File: config.mk
export PLATFORM = sky130hd
export DESIGN_NAME = outmode_ctrl
export DESIGN_NICKNAME = d
export VERILOG_FILES = /design/src/inc/outmode_pkg.sv /design/src/outmode_ctrl.sv
export VERILOG_INCLUDE_DIRS = /design/src /design/src/inc
export SDC_FILE = /design/constraint.sdc
export NUM_CORES = 1
export LEC_CHECK = 0
export BUFFER_PORTS_ARGS = -buffer_cell sky130_fd_sc_hd__buf_4
export CORE_MARGIN = 5
export CORE_UTILIZATION = 40
export CTS_CLUSTER_DIAMETER = 30
export CTS_CLUSTER_SIZE = 8
export DETAILED_ROUTE_END_ITERATION = 10
export GPL_TIMING_DRIVEN = 0
export PLACE_DENSITY = 0.68
export SYNTH_ARGS = -nofsm -noshare
export SYNTH_HDL_FRONTEND = slang
export SYNTH_SLANG_ARGS = --single-unit
File: constraint.sdc
create_clock -name CORE_CLK_I -period 3.5 [get_ports CORE_CLK_I]
set_input_delay 0.525 -clock CORE_CLK_I [delete_from_list [all_inputs] [get_ports CORE_CLK_I]]
set_output_delay 0.525 -clock CORE_CLK_I [all_outputs]
set_load 0.02 [all_outputs]
File: src/inc/outmode_map.svh
// Register offsets, field values, error codes, limits and timing counts of the output mode block
`ifndef OUTMODE_MAP_SVH
`define OUTMODE_MAP_SVH
// ****************************************************************
// Register byte offsets
// ****************************************************************
`define OM_CMD_OFS      8'h00
`define OM_ARG_OFS      8'h04
`define OM_LEVEL_OFS    8'h08
`define OM_TRIG_OFS     8'h0C
`define OM_RANGE_OFS    8'h10
`define OM_MODE_OFS     8'h14
`define OM_ERR_OFS      8'h18
`define OM_LIST_OFS     8'h1C
`define OM_LIMIT_OFS    8'h20
`define OM_STAT_OFS     8'h24
// ****************************************************************
// Fields and values
// ****************************************************************
`define OM_SCALE_FULL   4'h1
`define OM_SCALE_QTR    4'h4
`define OM_LEVEL_MAX    16'hFFFF
`define OM_QTR_LIMIT    16'h4000
`define OM_ERR_NONE     16'h0000
`define OM_ERR_CMD      16'hFF9C
`define OM_ERR_CONFL    16'hFF23
`define OM_ERR_RANGE    16'hFF22
`define OM_ERR_WARN     16'hFFEA
`define OM_TRAN_MAX_MS  16'h2710
`define OM_LIST_STEPS   4'h8
// ****************************************************************
// Timing
// ****************************************************************
`define OM_CLK_HZ       25000000
`define OM_MS_NS        1000000
`define OM_CLK_NS       40
`define OM_MS_CYCLES    (`OM_MS_NS / `OM_CLK_NS)
`define OM_DWELL_MS     16'h0001
`endif

File: src/inc/outmode_pkg.sv
// Types of the output mode block
package outmode_pkg;
    typedef enum logic [3:0] {
        CMD_NONE, CMD_FIX, CMD_SET, CMD_OFF, CMD_LAST, CMD_LIST, CMD_TRAN,
        CMD_LEVEL, CMD_TRIGSTORE, CMD_TRIGGER, CMD_CRANGE, CMD_VRANGE,
        CMD_CAUTO, CMD_VAUTO, CMD_FUNC, CMD_LISTLOAD
    } cmd_e;
    typedef enum logic [1:0] {
        M_FIXED, M_LIST, M_TRANS_ARMED, M_TRANS_RUN
    } mode_e;
    typedef struct packed {
        logic [15:0] level;
        logic [15:0] limit;
        logic        out_on;
    } setting_s;
endpackage

File: src/outmode_ctrl.sv
// Command interpreter for output mode, range and triggered levels
//
// Contract
// Mode query reports LIST, TRANSIENT with duration, or FIXED.
// Current range takes 1 full scale or 4 quarter scale.
// Current range write outside current mode raises command warning.
// Stored current range kept until next function selection.
// Current range query returns 1 in voltage mode.
// Autoranging on after reset.
// Autorange off by auto write 0 or explicit range write.
// Autorange picks quarter scale at or below quarter full scale.
// Triggered current stored, applied only on trigger.
// Level above model maximum posts -222.
// Triggered query returns last stored triggered value.
// List runs with limit in force when started.
// Completed list keeps next-to-last step, limit unchanged.
// List loads during list run rejected with error.
// List stops when count done, or on FIX, SET, OFF, LAST.
// SET, OFF, LAST without running list give settings conflict.
// FIX holds present output values.
// SET restores pre-list values, mode FIXED.
// OFF like SET and switches output off.
// LAST finishes final point then FIXED.
// Armed transient applies next level for nn, then reverts.
// Active range command sets range of active mode, autorange off.
// Transient above 10 s posts -222.
`include "outmode_map.svh"
`timescale 1ns/1ns
`default_nettype none
module outmode_ctrl
    import outmode_pkg::*;
#(
    parameter int MS_CYCLES = `OM_MS_CYCLES
) (
    // Clock and reset
    input  wire logic        CORE_CLK_I,
    input  wire logic        SYS_RST_I,
    // Avalon-MM slave
    input  wire logic [7:0]  AVS_ADDRESS_I,
    input  wire logic        AVS_READ_I,
    input  wire logic        AVS_WRITE_I,
    input  wire logic [31:0] AVS_WRITEDATA_I,
    output logic      [31:0] AVS_READDATA_O,
    output logic             AVS_WAITREQUEST_O,
    // Output drive
    output logic      [15:0] OUT_LEVEL_O,
    output logic      [15:0] OUT_LIMIT_O,
    output logic             OUT_ON_O,
    output logic             OUT_QTR_SCALE_O
);
    // ****************************************************************
    // Bus handshake: one wait cycle, access completes in second cycle
    // ****************************************************************
    logic        ack_q;
    logic        req;
    logic        wr_go;
    logic        rd_go;
    assign req               = AVS_READ_I | AVS_WRITE_I;
    assign AVS_WAITREQUEST_O = req & ~ack_q;
    assign wr_go             = AVS_WRITE_I & ack_q;
    assign rd_go             = AVS_READ_I & ack_q;
    always_ff @(posedge CORE_CLK_I) begin
        if (SYS_RST_I) begin
            ack_q <= 1'b0;
        end else begin
            ack_q <= req & ~ack_q;
        end
    end

    // ****************************************************************
    // State
    // ****************************************************************
    mode_e       mode_q;
    logic        cur_mode_q;
    logic [15:0] arg_q;
    logic        arg_ovr_q;
    logic [15:0] level_q;
    logic [15:0] limit_q;
    logic        out_on_q;
    logic [15:0] trig_q;
    logic [3:0]  crange_q;
    logic [3:0]  vrange_q;
    logic        auto_q;
    logic [15:0] err_q;
    logic        last_pend_q;
    logic [15:0] tran_ms_q;
    logic [15:0] ms_left_q;
    logic [31:0] tick_q;
    setting_s    saved_q;
    logic [3:0]  step_q;
    logic [3:0]  count_q;
    logic [15:0] list_lvl_q [`OM_LIST_STEPS];
    logic [15:0] prev_lvl_q;
    logic [15:0] wdata;
    cmd_e        cmd;
    logic        listing;
    logic        tick;
    logic        step_end;
    logic        final_step;
    logic [15:0] new_level;
    logic        apply_level;
    assign wdata   = AVS_WRITEDATA_I[15:0];
    assign cmd     = cmd_e'(AVS_WRITEDATA_I[3:0]);
    assign listing = (mode_q == M_LIST);
    assign tick    = (tick_q == 32'(MS_CYCLES - 1));
    assign step_end   = listing & tick & (ms_left_q == 16'h0000);
    assign final_step = (step_q == `OM_LIST_STEPS - 4'h1);
    logic cmd_go;
    assign cmd_go = wr_go & (AVS_ADDRESS_I == `OM_CMD_OFS);
    // Level beyond the model maximum, or beyond the quarter-scale span on fixed current range 4 in current mode, is refused
    logic lvl_bad;
    assign lvl_bad = arg_ovr_q || (!auto_q && cur_mode_q && crange_q == `OM_SCALE_QTR
                                   && arg_q > `OM_QTR_LIMIT);
    assign apply_level = cmd_go & (((cmd == CMD_LEVEL) & ~lvl_bad) | (cmd == CMD_TRIGGER));
    assign new_level   = (cmd == CMD_TRIGGER) ? trig_q : arg_q;

    // Millisecond tick, runs while list or transient is active
    always_ff @(posedge CORE_CLK_I) begin
        if (SYS_RST_I || tick || !(listing || mode_q == M_TRANS_RUN)) begin
            tick_q <= 32'h0;
        end else begin
            tick_q <= tick_q + 32'h1;
        end
    end

    // Argument latch for commands
    always_ff @(posedge CORE_CLK_I) begin
        if (SYS_RST_I) begin
            arg_q     <= 16'h0000;
            arg_ovr_q <= 1'b0;
        end else if (wr_go && AVS_ADDRESS_I == `OM_ARG_OFS) begin
            arg_q     <= wdata;
            arg_ovr_q <= |AVS_WRITEDATA_I[31:16];
        end
    end

    // Limit register
    always_ff @(posedge CORE_CLK_I) begin
        if (SYS_RST_I) begin
            limit_q <= 16'h0000;
        end else if (wr_go && AVS_ADDRESS_I == `OM_LIMIT_OFS && !listing) begin
            limit_q <= wdata;
        end
    end

    // List table load, refused while running
    always_ff @(posedge CORE_CLK_I) begin
        if (cmd_go && cmd == CMD_LISTLOAD && !listing) begin
            list_lvl_q[arg_q[2:0]] <= AVS_WRITEDATA_I[31:16];
        end
    end

    // ****************************************************************
    // Mode sequencer and output levels
    // ****************************************************************
    always_ff @(posedge CORE_CLK_I) begin
        if (SYS_RST_I) begin
            mode_q      <= M_FIXED;
            level_q     <= 16'h0000;
            out_on_q    <= 1'b0;
            saved_q     <= '0;
            step_q      <= 4'h0;
            count_q     <= 4'h0;
            ms_left_q   <= 16'h0000;
            last_pend_q <= 1'b0;
            prev_lvl_q  <= 16'h0000;
            tran_ms_q   <= 16'h0000;
        end else if (cmd_go && cmd == CMD_LIST && !listing) begin
            saved_q     <= '{level: level_q, limit: limit_q, out_on: out_on_q};
            mode_q      <= M_LIST;
            step_q      <= 4'h0;
            count_q     <= arg_q[3:0];
            prev_lvl_q  <= level_q;
            level_q     <= list_lvl_q[0];
            ms_left_q   <= `OM_DWELL_MS;
            last_pend_q <= 1'b0;
        end else if (listing && cmd_go && cmd == CMD_FIX) begin
            mode_q <= M_FIXED;
        end else if (listing && cmd_go && (cmd == CMD_SET || cmd == CMD_OFF)) begin
            mode_q   <= M_FIXED;
            level_q  <= saved_q.level;
            out_on_q <= (cmd == CMD_OFF) ? 1'b0 : saved_q.out_on;
        end else if (listing && cmd_go && cmd == CMD_LAST) begin
            last_pend_q <= 1'b1;
        end else if (step_end) begin
            ms_left_q <= `OM_DWELL_MS;
            if (final_step && (last_pend_q || count_q == 4'h1)) begin
                mode_q  <= M_FIXED;
                level_q <= last_pend_q ? level_q : prev_lvl_q;
            end else begin
                prev_lvl_q <= level_q;
                step_q     <= final_step ? 4'h0 : step_q + 4'h1;
                count_q    <= (final_step && count_q != 4'h0) ? count_q - 4'h1 : count_q;
                level_q    <= list_lvl_q[final_step ? 3'h0 : 3'(step_q + 4'h1)];
            end
        end else if (listing && tick) begin
            ms_left_q <= ms_left_q - 16'h1;
        end else if (!listing && cmd_go && cmd == CMD_TRAN
                     && arg_q <= `OM_TRAN_MAX_MS) begin
            mode_q    <= M_TRANS_ARMED;
            tran_ms_q <= arg_q;
        end else if (mode_q == M_TRANS_ARMED && apply_level
                     && new_level <= `OM_LEVEL_MAX) begin
            saved_q.level <= level_q;
            level_q       <= new_level;
            ms_left_q     <= tran_ms_q;
            mode_q        <= M_TRANS_RUN;
        end else if (mode_q == M_TRANS_RUN && tick) begin
            if (ms_left_q <= 16'h1) begin
                level_q <= saved_q.level;
                mode_q  <= M_FIXED;
            end else begin
                ms_left_q <= ms_left_q - 16'h1;
            end
        end else if (!listing && apply_level) begin
            level_q  <= new_level;
            out_on_q <= 1'b1;
        end
    end

    // Triggered level store
    always_ff @(posedge CORE_CLK_I) begin
        if (SYS_RST_I) begin
            trig_q <= 16'h0000;
        end else if (cmd_go && cmd == CMD_TRIGSTORE && !lvl_bad) begin
            trig_q <= arg_q;
        end
    end

    // ****************************************************************
    // Ranges and function
    // ****************************************************************
    logic range_ok;
    assign range_ok = (arg_q[3:0] == `OM_SCALE_FULL) || (arg_q[3:0] == `OM_SCALE_QTR);
    always_ff @(posedge CORE_CLK_I) begin
        if (SYS_RST_I) begin
            cur_mode_q <= 1'b0;
            crange_q   <= `OM_SCALE_FULL;
            vrange_q   <= `OM_SCALE_FULL;
            auto_q     <= 1'b1;
        end else if (cmd_go) begin
            unique case (cmd)
                CMD_FUNC: begin
                    cur_mode_q <= arg_q[0];
                    crange_q   <= `OM_SCALE_FULL;
                end
                CMD_CRANGE: if (range_ok) begin
                    crange_q <= arg_q[3:0];
                    auto_q   <= 1'b0;
                end
                CMD_VRANGE: if (range_ok) begin
                    if (cur_mode_q) begin
                        crange_q <= arg_q[3:0];
                    end else begin
                        vrange_q <= arg_q[3:0];
                    end
                    auto_q <= 1'b0;
                end
                CMD_CAUTO, CMD_VAUTO: auto_q <= arg_q[0];
                default: ;
            endcase
        end
    end

    // ****************************************************************
    // Error posting; a new error wins over the clear on read
    // ****************************************************************
    logic [15:0] err_new;
    always_comb begin
        err_new = `OM_ERR_NONE;
        if (cmd_go) begin
            if (cmd == CMD_LISTLOAD && listing) begin
                err_new = `OM_ERR_CONFL;
            end else if ((cmd == CMD_SET || cmd == CMD_OFF || cmd == CMD_LAST) && !listing) begin
                err_new = `OM_ERR_CONFL;
            end else if (cmd == CMD_TRAN && arg_q > `OM_TRAN_MAX_MS) begin
                err_new = `OM_ERR_RANGE;
            end else if ((cmd == CMD_LEVEL || cmd == CMD_TRIGSTORE)
                         && lvl_bad) begin
                err_new = `OM_ERR_RANGE;
            end else if (cmd == CMD_CRANGE && !cur_mode_q) begin
                err_new = `OM_ERR_WARN;
            end else if (cmd == CMD_CRANGE || cmd == CMD_VRANGE) begin
                err_new = range_ok ? `OM_ERR_NONE : `OM_ERR_CMD;
            end
        end
    end
    always_ff @(posedge CORE_CLK_I) begin
        if (SYS_RST_I) begin
            err_q <= `OM_ERR_NONE;
        end else if (err_new != `OM_ERR_NONE) begin
            err_q <= err_new;
        end else if (rd_go && AVS_ADDRESS_I == `OM_ERR_OFS) begin
            err_q <= `OM_ERR_NONE;
        end
    end

    // ****************************************************************
    // Range in force and read port
    // ****************************************************************
    logic [3:0] act_range;
    logic [3:0] crange_rd;
    always_comb begin
        if (auto_q) begin
            act_range = (level_q > `OM_QTR_LIMIT) ? `OM_SCALE_FULL : `OM_SCALE_QTR;
        end else begin
            act_range = cur_mode_q ? crange_q : vrange_q;
        end
    end
    assign crange_rd = cur_mode_q ? act_range : `OM_SCALE_FULL;

    logic [31:0] rdata;
    always_comb begin
        unique case (AVS_ADDRESS_I)
            `OM_LEVEL_OFS: rdata = {16'h0, level_q};
            `OM_TRIG_OFS:  rdata = {16'h0, trig_q};
            `OM_RANGE_OFS: rdata = {20'h0, auto_q, 3'h0, act_range, crange_rd};
            `OM_MODE_OFS:  rdata = {tran_ms_q, 14'h0, mode_q};
            `OM_ERR_OFS:   rdata = {16'h0, err_q};
            `OM_LIST_OFS:  rdata = {count_q, step_q, 7'h0, last_pend_q, ms_left_q};
            `OM_LIMIT_OFS: rdata = {16'h0, limit_q};
            `OM_STAT_OFS:  rdata = {30'h0, out_on_q, cur_mode_q};
            default:       rdata = 32'h0;
        endcase
    end
    always_ff @(posedge CORE_CLK_I) begin
        if (SYS_RST_I) begin
            AVS_READDATA_O <= 32'h0;
        end else if (AVS_READ_I && !ack_q) begin
            AVS_READDATA_O <= rdata;
        end
    end

    assign OUT_LEVEL_O     = level_q;
    assign OUT_LIMIT_O     = limit_q;
    assign OUT_ON_O        = out_on_q;
    assign OUT_QTR_SCALE_O = (act_range == `OM_SCALE_QTR);
endmodule // outmode_ctrl
`default_nettype wire

# [Word-level counts from Yosys, hierarchy flattened]
# Memory sizes are Yosys's and may differ from the RTL's.
# Index checks and enable logic that the tools add are counted.
[word_totals] ramBits=128 n_memories=1 elab_cells=299 ff_bits=233 input_bits=44 out_inout_bits=67
[mem_list] name="list_lvl_q" depth=8 width=16 rd=2 rd_clocked_by_memory_dff=0 write_ports=1 line="outmode_ctrl.sv:92" source="logic [15:0] list_lvl_q [`OM_LIST_STEPS];"
[op_classes] bitwise=20 eq_ne=65 add_sub_neg=4 magnitude_cmp=6 n_mux=90 reduce_logical=88
[ops] operator="$mux W16" count=44
[ops] operator="$pmux W32 S8" count=1
[ops] operator="$mux W4" count=14
[ops] operator="$logic_and A1 B1 Y1" count=33
[ops] operator="$add A32 B1 Y32 const B" count=1
[ops] operator="$eq A32 B15 Y1 const B" count=1
[ops] operator="$eq A4 B3 Y1 const B" count=8
[ops] operator="$eq A4 B4 Y1 const B" count=8
[ops] operator="$eq A8 B5 Y1 const B" count=4
[ops] operator="$gt A16 B15 Y1 const B" count=2
[ops] operator="$ne A2 B2 Y1 const B" count=15
[ops] operator="$reduce_and A5 Y1" count=5
[ops] operator="$reduce_and A7 Y1" count=3
[ops] operator="$mux W1" count=20
[ops] operator="$ne A4 B4 Y1 const B" count=5
[ops] operator="$reduce_and A6 Y1" count=3
[ops] operator="$eq A8 B4 Y1 const B" count=2
[ops] operator="$eq A8 B6 Y1 const B" count=2
[ops] operator="$gt A16 B14 Y1 const B" count=1
[ops] operator="$le A16 B1 Y1 const B" count=1
[ops] operator="$le A16 B14 Y1 const B" count=1
[ops] operator="$le A16 B16 Y1 const B" count=1
[ops] operator="$logic_not A16 Y1" count=1
[ops] operator="$reduce_bool A16 Y1" count=1
[ops] operator="36 further kinds" count=96

# [Depth between registers and ports, before layout]
# Gate-level depths: netlist of the first run.
[logic_depth] depth_word=20 ltp_mapped=11 depth_no_buf=9

# [Worst setup path before layout of the first run]
# OpenSTA, ideal clock, no wires.
[synth_path] path_type="input port to flip-flop" start="input AVS_ADDRESS_I[2]" end="memory list_lvl_q[1][0], enable pin" path_buffers=2 path_stages=8 required_time_ns=3.091 setup_time_ns=0.409 arrival_time_ns=3.076 slack_ns=0.015 path_cell_list="buf_6 -> nor4_4 -> and3_1 -> clkbuf_1 -> nand2_1 -> nor3_1 -> nand2_1 -> nor3_1"
[synth_between] elab_chain_len=6
[synth_lines] element="from (decl)" line="outmode_ctrl.sv:39" source="input wire logic [7:0] AVS_ADDRESS_I,"
[synth_lines] element="$logic_not A8 Y1 (no line)"
[synth_lines] element="$and A1 B1 Y1" line="outmode_ctrl.sv:109" source="assign cmd_go = wr_go & (AVS_ADDRESS_I == `OM_CMD_OFS);"
[synth_lines] element="$logic_and A1 B1 Y1 (2 in a row)" line="outmode_ctrl.sv:148" source="if (cmd_go && cmd == CMD_LISTLOAD && !listing) begin"
[synth_lines] element="$mux W1" line="outmode_ctrl.sv:148"
[synth_lines] element="$mux W1 (implied by the code)" line="outmode_ctrl.sv:149" source="list_lvl_q[arg_q[2:0]] <= AVS_WRITEDATA_I[31:16];"
[synth_lines] element="to (decl)" line="outmode_ctrl.sv:92"
# Every way passes these cells.

# [Worst setup path in the final report of the first run]
[layout_path] start="register arg_q[3]" end="register ms_left_q[7]"
[layout_between] elab_chain_len=13 word_cells_on_any_way=21 classes_between="order compare (3); eq/ne (2); mux (5); bitwise (4); reduce/logical (7)"
[layout_lines] element="from (decl)" line="outmode_ctrl.sv:75" source="logic [15:0] arg_q;"
[layout_lines] element="from (signal assigned)" line="outmode_ctrl.sv:132" source="arg_q <= wdata;"
[layout_lines] element="$gt A16 B15 Y1 (no line)"
[layout_lines] element="$logic_and A1 B1 Y1 (no line)"
[layout_lines] element="$logic_or A1 B1 Y1" line="outmode_ctrl.sv:112" source="assign lvl_bad = arg_ovr_q || (!auto_q && cur_mode_q && crange_q == `OM_SCALE_QTR"
[layout_lines] element="$not A1 Y1" line="outmode_ctrl.sv:114" source="assign apply_level = cmd_go & (((cmd == CMD_LEVEL) & ~lvl_bad) | (cmd == CMD_TRIGGER));"
[layout_lines] element="$and A1 B1 Y1" line="outmode_ctrl.sv:114"
[layout_lines] element="$or A1 B1 Y1" line="outmode_ctrl.sv:114"
[layout_lines] element="$and A1 B1 Y1" line="outmode_ctrl.sv:114"
[layout_lines] element="$logic_and A1 B1 Y1" line="outmode_ctrl.sv:202" source="end else if (mode_q == M_TRANS_ARMED && apply_level"
[layout_lines] element="$logic_and A1 B1 Y1 (no line)"
[layout_lines] element="$mux W16" line="outmode_ctrl.sv:202"
[layout_lines] element="$mux W16" line="outmode_ctrl.sv:198" source="end else if (!listing && cmd_go && cmd == CMD_TRAN"
[layout_lines] element="$mux W16" line="outmode_ctrl.sv:196" source="end else if (listing && tick) begin"
[layout_lines] element="$mux W16" line="outmode_ctrl.sv:185" source="end else if (step_end) begin"
[layout_lines] element="to (signal assigned)" line="outmode_ctrl.sv:186" source="ms_left_q <= `OM_DWELL_MS;"
[layout_lines] element="to (signal assigned)" line="outmode_ctrl.sv:197" source="ms_left_q <= ms_left_q - 16'h1;"
[layout_lines] element="to (signal assigned)" line="outmode_ctrl.sv:206" source="ms_left_q <= tran_ms_q;"
[layout_lines] element="to (decl)" line="outmode_ctrl.sv:87" source="logic [15:0] ms_left_q;"
# Several ways; a longest one is shown, not always the timed one. The select of a mux whose other input is x is not followed.
# A chain may end at the register's enable or synchronous reset.

==> flow_results.org, run 1 <==
** Status
- Run status :: complete, no violations

** Setup path
- CP Launch Type :: register
- Data required time of the worst path :: 4.00 ns
- The critical path is of the reg -> reg type.
- Of all nets on the critical path, the largest fanout is 10.
- Peak per-stage delay on the critical path :: 0.68 ns
- The worst setup path is captured at a register.
- Cell count of the worst reg-to-reg path :: 9
- Critical path's slowest cell :: sky130_fd_sc_hd__o2111ai_1
- For the worst setup path, the data arrival time is 3.82 ns.
- Cell-by-cell listing of the critical path :: clkbuf_1 > o41ai_1 > and3_1 > o2111ai_1 > and4b_1 > clkbuf_1 > o21a_1 > o21ai_0 > a21oi_1
- Most prevalent standard cell on the critical path :: sky130_fd_sc_hd__clkbuf_1

** Floorplanning
- Die Y :: 211 um
- Area of the die :: 44,600 um2
- Initial core utilization :: 40.5%
- Die width :: 211 um
- In this run the core area contains 73 standard-cell rows.
- Core Region :: 39,900 um2
- Number of top-level design ports :: 111

** Power
- The internal power of the cells totals 0.00958 W.
- Net switching is 21.2% of the power.
- VDD sags by at most 0.286 mV.
- For this design the static power due to leakage is 6.96 nW.
- Power per unit of standard cell area :: 589 nW/um2
- Per report_power, the clock group accounts for 63.3% of the total.
- Power comes to 0.0122 W.
- Combinational cell fraction of total power :: 1.8%
- The share of total power dissipated in sequential elements is 34.9%.
- P_sw :: 0.00258 W

** STA
- The max-slew violation count is 0.
- The worst path uses 95.1% of the clock period.
- RSZ-0062 raised after global routing :: no
- Setup total negative slack on the finished layout was measured at 0 ns.
- Final min period :: 3.33 ns
- Maximum operating frequency :: 301 MHz
- Measured against its own limit, the worst slew margin works out to 28.2%.
- Worst-Margin Slew :: 1.08 ns
- The clock arrives with 0.0221 ns of skew.
- Endpoints failing hold :: 0
- Setup violations remaining at the end of the flow were counted as 0.

** Clock network
- Num Clock Sinks :: 351
- Clock latency on the worst-skew pair :: 0.59 ns
- CTS placed an instance of sky130_fd_sc_hd__clkbuf_16 at the clock tree root.
- After clock tree synthesis, the repair step resized 0 gates.
- # Post-CTS Setup Buffers :: 0
- CTS HTree Levels :: 3
- Clock buffer count from CTS :: 83
- TritonCTS clock tree :: done
- CTS clock-pin slew for the worst setup and hold paths :: 0.05 ns
- Hold repair after CTS inserted 0 buffers.
- Counting along the longest clock path gives a buffer depth of 3.

** Logic synthesis
- The synthesized design contains 351 register bits.
- The cell area that synthesis handed to floorplanning was 16,200 um2.
- Number of warnings issued by yosys :: 0
- Fraction of registers with async set or reset after synthesis :: 0%
- Number of enable-type register cells in the synthesized netlist :: 128
- Count of distinct cell types in the synthesized netlist :: 82
- Syn Nets :: 1,724
- In the synthesized netlist the dominant register cell turns out to be sky130_fd_sc_hd__dfxtp_1.
- In the synthesized netlist, the number of instances is 1,672.
- The average instance in the mapped netlist occupies 9.67 um2.
- Proportion of synthesized chip area in sequential cells :: 51.4%

** Cells and area
- The area growth from synthesis to layout is 27.6%.
- Layout Nets :: 1,925
- Final Non-Filler Cells :: 2,463
- In the final layout, the share of cells above drive strength 1 is 18.6%.
- Ant. Diodes :: 0

** Placed design
- Detail Placement HPWL :: 40,400 um
- Cells after DPL :: 2,313
- Final GP Congestion :: 0.992
- In this run the tool buffered the top-level ports with 108 buffer cells.

** GRT
- The via count of the first global-routing pass is 14,200.
- For this run the aggregate overflow at the end of global routing stands at 0.
- First-pass GRT wire length :: 84,200 um
- Pin count of the biggest net entering global routing :: 17
- Aggregate global-route resource usage :: 24.1%
- The number of antenna violations at the first check in global routing was 0.

** Routing
- The routed design has 55,500 um of wire.
- Once detail routing completed, the nets flagged for antenna violations numbered 0.
- Initial DRC count :: 1,645
- Post-detailed-route via-to-cell ratio :: 5.85
- The pre-antenna-repair detailed-routing pass consisted of 6 iterations.
- Routed length per instance :: 22.5 um
- Overall via count from detail_route :: 14,400
- After detailed routing, the number of remaining DRC violations is 0.

** Worst hold path
- Hold Path Cell Cnt :: 1
- HP Class :: in -> reg

** Flow run
- MaxCap Viol Count :: 0
final timing paths:
path	start	to	slack [ns]
hold reg to reg	prev_lvl_q[12]	prev_lvl_q[12]	0.45
setup reg to reg	arg_q[3]	ms_left_q[7]	0.17
hold / removal	AVS_WRITEDATA_I[28]	list_lvl_q[2][12]	0.18
setup / recovery	arg_q[3]	ms_left_q[7]	0.17
flip-flops by register name, summed over array words and instances (netlist names), 2 cells and up:
name	count
list_lvl_q	128
AVS_READDATA_O	32
tick_q	32
saved_q	17
OUT_LEVEL_O	16
OUT_LIMIT_O	16
arg_q	16
ms_left_q	16
prev_lvl_q	16
tran_ms_q	16
trig_q	16
err_q	6
count_q	4
crange_q	4
step_q	4
vrange_q	4
mode_q	2
kinds of logic (layout without fill, tap and decap cells):
group           Yosys count  after routing  share of synthesized area (%)
compound gates          391            391                           16.1
buf+inv                 131            397                           3.53
simple gates            678            678                           20.2
flops                   351            351                           51.4
fa+ha+maj                 8              8                          0.619
xor+xnor                 44             44                           2.38
mux                      69             69                           5.75
placed cells by master (no fill, tap or decap), drive strengths merged, types with 9 or more instances in the layout:
cell type | synthesis | routed
a21oi | 169 | 169
nor4 | 44 | 44
mux2 | 11 | 11
o21a | 12 | 12
clkbuf | 80 | 183
or3 | 11 | 11
xnor2 | 22 | 22
nor3b | 12 | 12
a22o | 20 | 20
nor3 | 31 | 31
nand4 | 20 | 20
a31oi | 14 | 14
a22oi | 25 | 25
xor2 | 22 | 22
dfxtp | 223 | 223
nand2 | 271 | 271
and2 | 11 | 11
o22ai | 10 | 10
a221oi | 31 | 31
clkinv | 0 | 25
mux4 | 18 | 18
nor2 | 164 | 164
o21ai | 42 | 42
edfxtp | 128 | 128
mux2i | 40 | 40
and4 | 9 | 9
buf | 34 | 150
inv | 17 | 22
and3 | 15 | 15
nand2b | 16 | 16
nand3 | 37 | 37
a211oi | 24 | 24
bufinv | 0 | 9
synthesized netlist by cell type (5+ instances only):
master	instances	share of area, %
sky130_fd_sc_hd__or2_2	5	0.19
sky130_fd_sc_hd__a21o_1	5	0.23
sky130_fd_sc_hd__nand2b_1	16	0.62
sky130_fd_sc_hd__a221oi_1	29	1.6
sky130_fd_sc_hd__nand3_1	33	1.0
sky130_fd_sc_hd__mux2_2	11	0.77
sky130_fd_sc_hd__nor4_1	40	1.5
sky130_fd_sc_hd__a211oi_2	12	0.93
sky130_fd_sc_hd__xnor2_1	22	1.2
sky130_fd_sc_hd__o22ai_1	10	0.39
sky130_fd_sc_hd__o31a_1	8	0.43
sky130_fd_sc_hd__and3_1	15	0.58
sky130_fd_sc_hd__clkbuf_1	80	1.9
sky130_fd_sc_hd__o21a_1	12	0.56
sky130_fd_sc_hd__inv_1	17	0.39
sky130_fd_sc_hd__a22o_1	20	1.1
sky130_fd_sc_hd__xor2_1	22	1.2
sky130_fd_sc_hd__buf_1	6	0.14
sky130_fd_sc_hd__buf_6	6	0.42
sky130_fd_sc_hd__and4_1	9	0.49
sky130_fd_sc_hd__o21ai_0	41	1.3
sky130_fd_sc_hd__a31oi_1	14	0.54
sky130_fd_sc_hd__nand2_1	271	6.3
sky130_fd_sc_hd__a21oi_1	168	5.2
sky130_fd_sc_hd__edfxtp_1	128	24
sky130_fd_sc_hd__and2_1	10	0.39
sky130_fd_sc_hd__mux4_2	18	2.5
sky130_fd_sc_hd__nor2_1	160	3.7
sky130_fd_sc_hd__nor2b_1	7	0.27
sky130_fd_sc_hd__a211oi_1	12	0.56
sky130_fd_sc_hd__buf_2	19	0.59
sky130_fd_sc_hd__or3_1	11	0.43
sky130_fd_sc_hd__mux2i_1	40	2.5
sky130_fd_sc_hd__ha_1	8	0.62
sky130_fd_sc_hd__nand4_1	20	0.77
sky130_fd_sc_hd__nor3b_1	11	0.51
sky130_fd_sc_hd__a22oi_1	24	1.1
sky130_fd_sc_hd__nor3_1	29	0.90
sky130_fd_sc_hd__dfxtp_1	223	28
power groups by stage:
stage | Clock [W] | Combinational, W | Sequential, W
after floorplan | 0 | 0.0000942 | 0.00432
after global placement | 0 | 0.000216 | 0.00432
after detailed placement | 0 | 0.000218 | 0.00432
after CTS | 0.00776 | 0.000219 | 0.00424
after global routing | 0.00798 | 0.000238 | 0.00424
final | 0.00769 | 0.000224 | 0.00424
area by class of cell:
class | instances | area [um2]
fillers | 3530 | 19300
clock buffers | 103 | 2280
flip-flops and latches | 351 | 8310
repair buffers | 116 | 916
clock inverters | 47 | 549
inverters | 17 | 63.8
multi-input cells | 1190 | 7350
well taps | 525 | 657
plain buffers | 114 | 508
stage by stage:
stage / worst slack [ns] / hold slack (ns) / instance area, um2 / utilization, %
2_1_floorplan: 0.0147 / 0.426 / 16200 / -
3_3_place_gp: -1.52 / 0.435 / 17600 / 44.2
3_5_place_dp: -0.281 / 0.440 / 17800 / 44.5
4_1_cts: 0.0665 / 0.166 / 20600 / 51.6
5_1_grt: 0.0389 / 0.187 / 20600 / 51.7
6_report: 0.172 / 0.184 / 20600 / 51.7
critical path: cells and delay by family, from the launching register on:
| family | cells | cell delay, ns |
|---|---|---|
| compound gates | 5 | 1.46 |
| buf+inv | 2 | 0.95 |
| simple gates | 2 | 0.52 |
| flops | 1 | 0.30 |
routing by layer:
metal,vias to the layer above,wire (um),track usage (%)
met5,-,0,0
met3,172,4630,4.41
met2,721,25300,38.7
met4,0,2960,12.2
met1,6968,22600,31.4
li1,6550,-,-
Note: power is estimated with default switching activity, not from simulation.
==> inputs of run 2 (changes only) <==
CORE_ASPECT_RATIO = 1.1   (was unset)
CORE_MARGIN = 2   (was 5)
==> run 2 against run 1 <==
Flip-flop and latch count stayed put; largest cell class unchanged; highest routed layer is now met5; clock power shrank 7.4%; wire length increased by 0.55%; worst setup slack got worse by 0.033 ns; hold slack improved by 0.0011 ns; design area fell by 1.5%; count of clock-buffer cells in the layout down 13.
==> flow_results.org, run 2 (same netlist as run 1, synthesis figures left out) <==
** Placed design
- Instance area at placement :: 17,700 um2
- Final GP Congestion :: 0.967
- The HPWL after detailed placement is 41,000 um.
- After detailed placement, the design holds a cell count of 2,299.
- Pre-CTS WS :: -0.470 ns
- PortBufs :: 108

** Cells and area
- Most frequent cells in the layout :: 271 x sky130_fd_sc_hd__nand2_1, 223 x sky130_fd_sc_hd__dfxtp_1, 168 x sky130_fd_sc_hd__a21oi_1, 154 x sky130_fd_sc_hd__nor2_1, 128 x sky130_fd_sc_hd__edfxtp_1
- Summing all flip-flop and latch instances after layout gives 8310 um2.
- The net count of the finished layout is 1,915.
- Post-route core utilization :: 50.7%
- Area used by multi-input combinational logic :: 7350 um2
- Fill cells in the final layout number 3,635.
- The library cell used most frequently in the layout, excluding fill and tap cells, is sky130_fd_sc_hd__nand2_1.
- After routing the design area is 20,300 um2.
- Share of cells above drive strength 1 :: 17.8%
- The register with the most flip-flops in the layout has 128 of them.
- Ant. Diodes :: 0
- Area grow syn2layout :: 25.7%
- Excluding fillers, the count of instances in the completed layout stands at 2,429.

** Floorplanning
- For this configuration, the core starts out at a cell density of 40.4%.
- Die Y :: 215 um
- Area of the die :: 42,100 um2
- FP Rows :: 77
- Number of top-level design ports :: 111
- The region available for standard cell placement spans 40,100 um2.
- Die width :: 196 um

** Routing
- For this block, the routed nets add up to 55,800 um of wire.
- Post-detailed-route via-to-cell ratio :: 5.86
- In the final routed layout, each cell accounts on average for 23.0 um.
- Total iterations of the first detailed-routing run :: 6
- The count of nets left with antenna violations once routing finished came out at 0.
- Overall via count from detail_route :: 14,200
- DRC errors left :: 0
- The detailed router finished its first iteration with 1,405 violations.

** Power
- Worst supply voltage drop on vdd :: 0.392 mV
- Power spread over the standard cell area amounts to 570 nW/um2.
- Summed over all cells, the static leakage comes to 6.81 nW.

** STA
- For the pin with the worst max-slew slack, the measured transition is 1.02 ns.
- Headroom to the max-slew limit :: 31.7%
- In the post-route analysis, the smallest setup slack over all paths is 0.139 ns.
- Final count of negative-setup-slack endpoints :: 0
- Endpoints failing hold :: 0
- The final critical path takes up 96.0% of the cycle.
- For the finished layout, the period the worst path requires is 3.36 ns.
- For the final database, setup skew stands at 0.0287 ns.
- Setup repair after global routing left no endpoint under its margin.
- Count of final max-slew check failures :: 0
- Maximum operating frequency :: 298 MHz
- On the final layout, the worst hold slack is 0.185 ns.

** GRT
- For met3 alone, demand over resource in global routing was 5.10%.
- The first global-routing pass estimated 84,000 um of wire.
- Entering global routing, the biggest net connects 17 pins.
- Met2 capacity usage during global routing :: 42.6%
- Global routing used 32.3% of the available met1 tracks.
- Number of antenna violations at the first check in global routing :: 1
- After global routing the overflow that remains totals 0.
- The global routing stage identified its most utilized layer as met2.
- In the global route stage, overall resource usage came out at 26.1%.
- Vias in the first global route :: 14,000

** Clock network
- CTS clock-pin slew for the worst setup and hold paths :: 0.05 ns
- Num Clock Sinks :: 351
- Clock latency on the worst-skew pair :: 0.59 ns
- Post-CTS Hold Fix Bufs :: 0
- Root buffer cell :: sky130_fd_sc_hd__clkbuf_16
- Clock buffer count from CTS :: 73
- The clock passes through at most 3 buffers.
- CTS built an H-tree with a depth of 3.
- TritonCTS clock tree :: done

** Setup path
- In this run the critical register-to-register path is captured at list_lvl_q[3][14].
- Peak per-stage delay on the critical path :: 0.53 ns
- Type of the worst setup path :: reg -> reg
- STA classifies the critical path startpoint as a register.
- The worst setup path is captured at a register.
- STA puts the critical path data arrival time at 3.57 ns.
- In this run the number of cells on the critical path is 8.
- In this run the worst path has a maximum fanout of 16.
- The worst register-to-register path begins at ack_q.
- Data on the critical path is required at its endpoint by 3.71 ns.
- Counting cells, the worst reg-to-reg path comes to 8.
- Cell-by-cell listing of the critical path :: and3b_1 > clkbuf_1 > and3_1 > clkbuf_1 > nand2_1 > nor3_1 > nand2_1 > nor2_4
- On the critical path the largest part of the delay comes from simple AND/OR/NAND/NOR gates.
- Setup slack on the worst reg-to-reg path comes out at 0.14 ns.
- Counting both buffers and inverters, the worst setup path holds a total of 2.
- Critical path's slowest cell :: sky130_fd_sc_hd__nor2_4

** Flow run
- Max-cap violations in this run came to 0.

** Worst hold path
- Counting instances, the worst hold path has a depth of 1.
- The path with the worst hold slack has its endpoint at list_lvl_q[6][7].
- Worst hold start :: AVS_WRITEDATA_I[23]
- HP Class :: in -> reg

** Status
- The run finished with clean final reports.
[run 2: cell types whose count changed in the layout (fill, tap and decap cells not counted), sizes merged]
cell,change
clkinv,-9
clkinvlp,-1
clkbuf,-13
bufinv,+1
[run 2: area by class of cell]
type | count | share of cell area (%)
Multi-Input combinational cell | 1190 | 36.2
Tap cell | 513 | 3.16
Buffer | 114 | 2.50
Timing Repair Buffer | 116 | 4.47
Inverter | 17 | 0.314
Clock inverter | 38 | 2.73
Sequential cell | 351 | 40.9
Clock buffer | 90 | 9.81
[run 2: how the worst max path moves through the flow]
| stage | end | slack, ns | startpoint |
|---|---|---|---|
| after CTS | list_lvl_q[1][8] | -0.01 | ack_q |
| after global routing | list_lvl_q[0][3] | 0.004 | ack_q |
| after global placement | list_lvl_q[1][11] | -1.59 | AVS_ADDRESS_I[4] |
| after floorplan | list_lvl_q[1][0] | 0.01 | AVS_ADDRESS_I[2] |
| final | list_lvl_q[3][14] | 0.14 | ack_q |
| after detailed placement | list_lvl_q[1][11] | -0.47 | AVS_ADDRESS_I[4] |
[run 2: layer usage]
metal / wire length [um] / up-vias
met2: 25900 / 707
met5: 9 / -
met1: 22300 / 6814
met4: 3200 / 2
li1: - / 6510
met3: 4420 / 192
[run 2: where the power goes]
| group | leakage (nW) | internal, W | switching (W) |
|---|---|---|---|
| combinational | 2.64 | 0.0000634 | 0.000163 |
| sequential | 2.95 | 0.00424 | 0.00000213 |
| clock | 1.23 | 0.00480 | 0.00232 |
[run 2: stage by stage]
| stage | total power [W] | setup TNS [ns] |
|---|---|---|
| after floorplan | 0.00441 | 0 |
| after global placement | 0.00453 | -130.57 |
| after detailed placement | 0.00454 | -27.09 |
| after CTS | 0.0116 | -0.0596 |
| after global routing | 0.0119 | 0 |
| final | 0.0116 | 0 |
[run 2: worst reg2reg max path, delay by kind of cell (launching register included)]
kind / cells / cell delay [ns]
buffers and inverters: 2 / 0.67
DFF: 1 / 0.44
and+or+nand+nor: 6 / 1.88
[run 2: timing repair]
item                       CTS  global route
gates resized for setup      0             5
setup endpoints to repair    7            54
pin swaps                    0             1
setup buffers                0             2
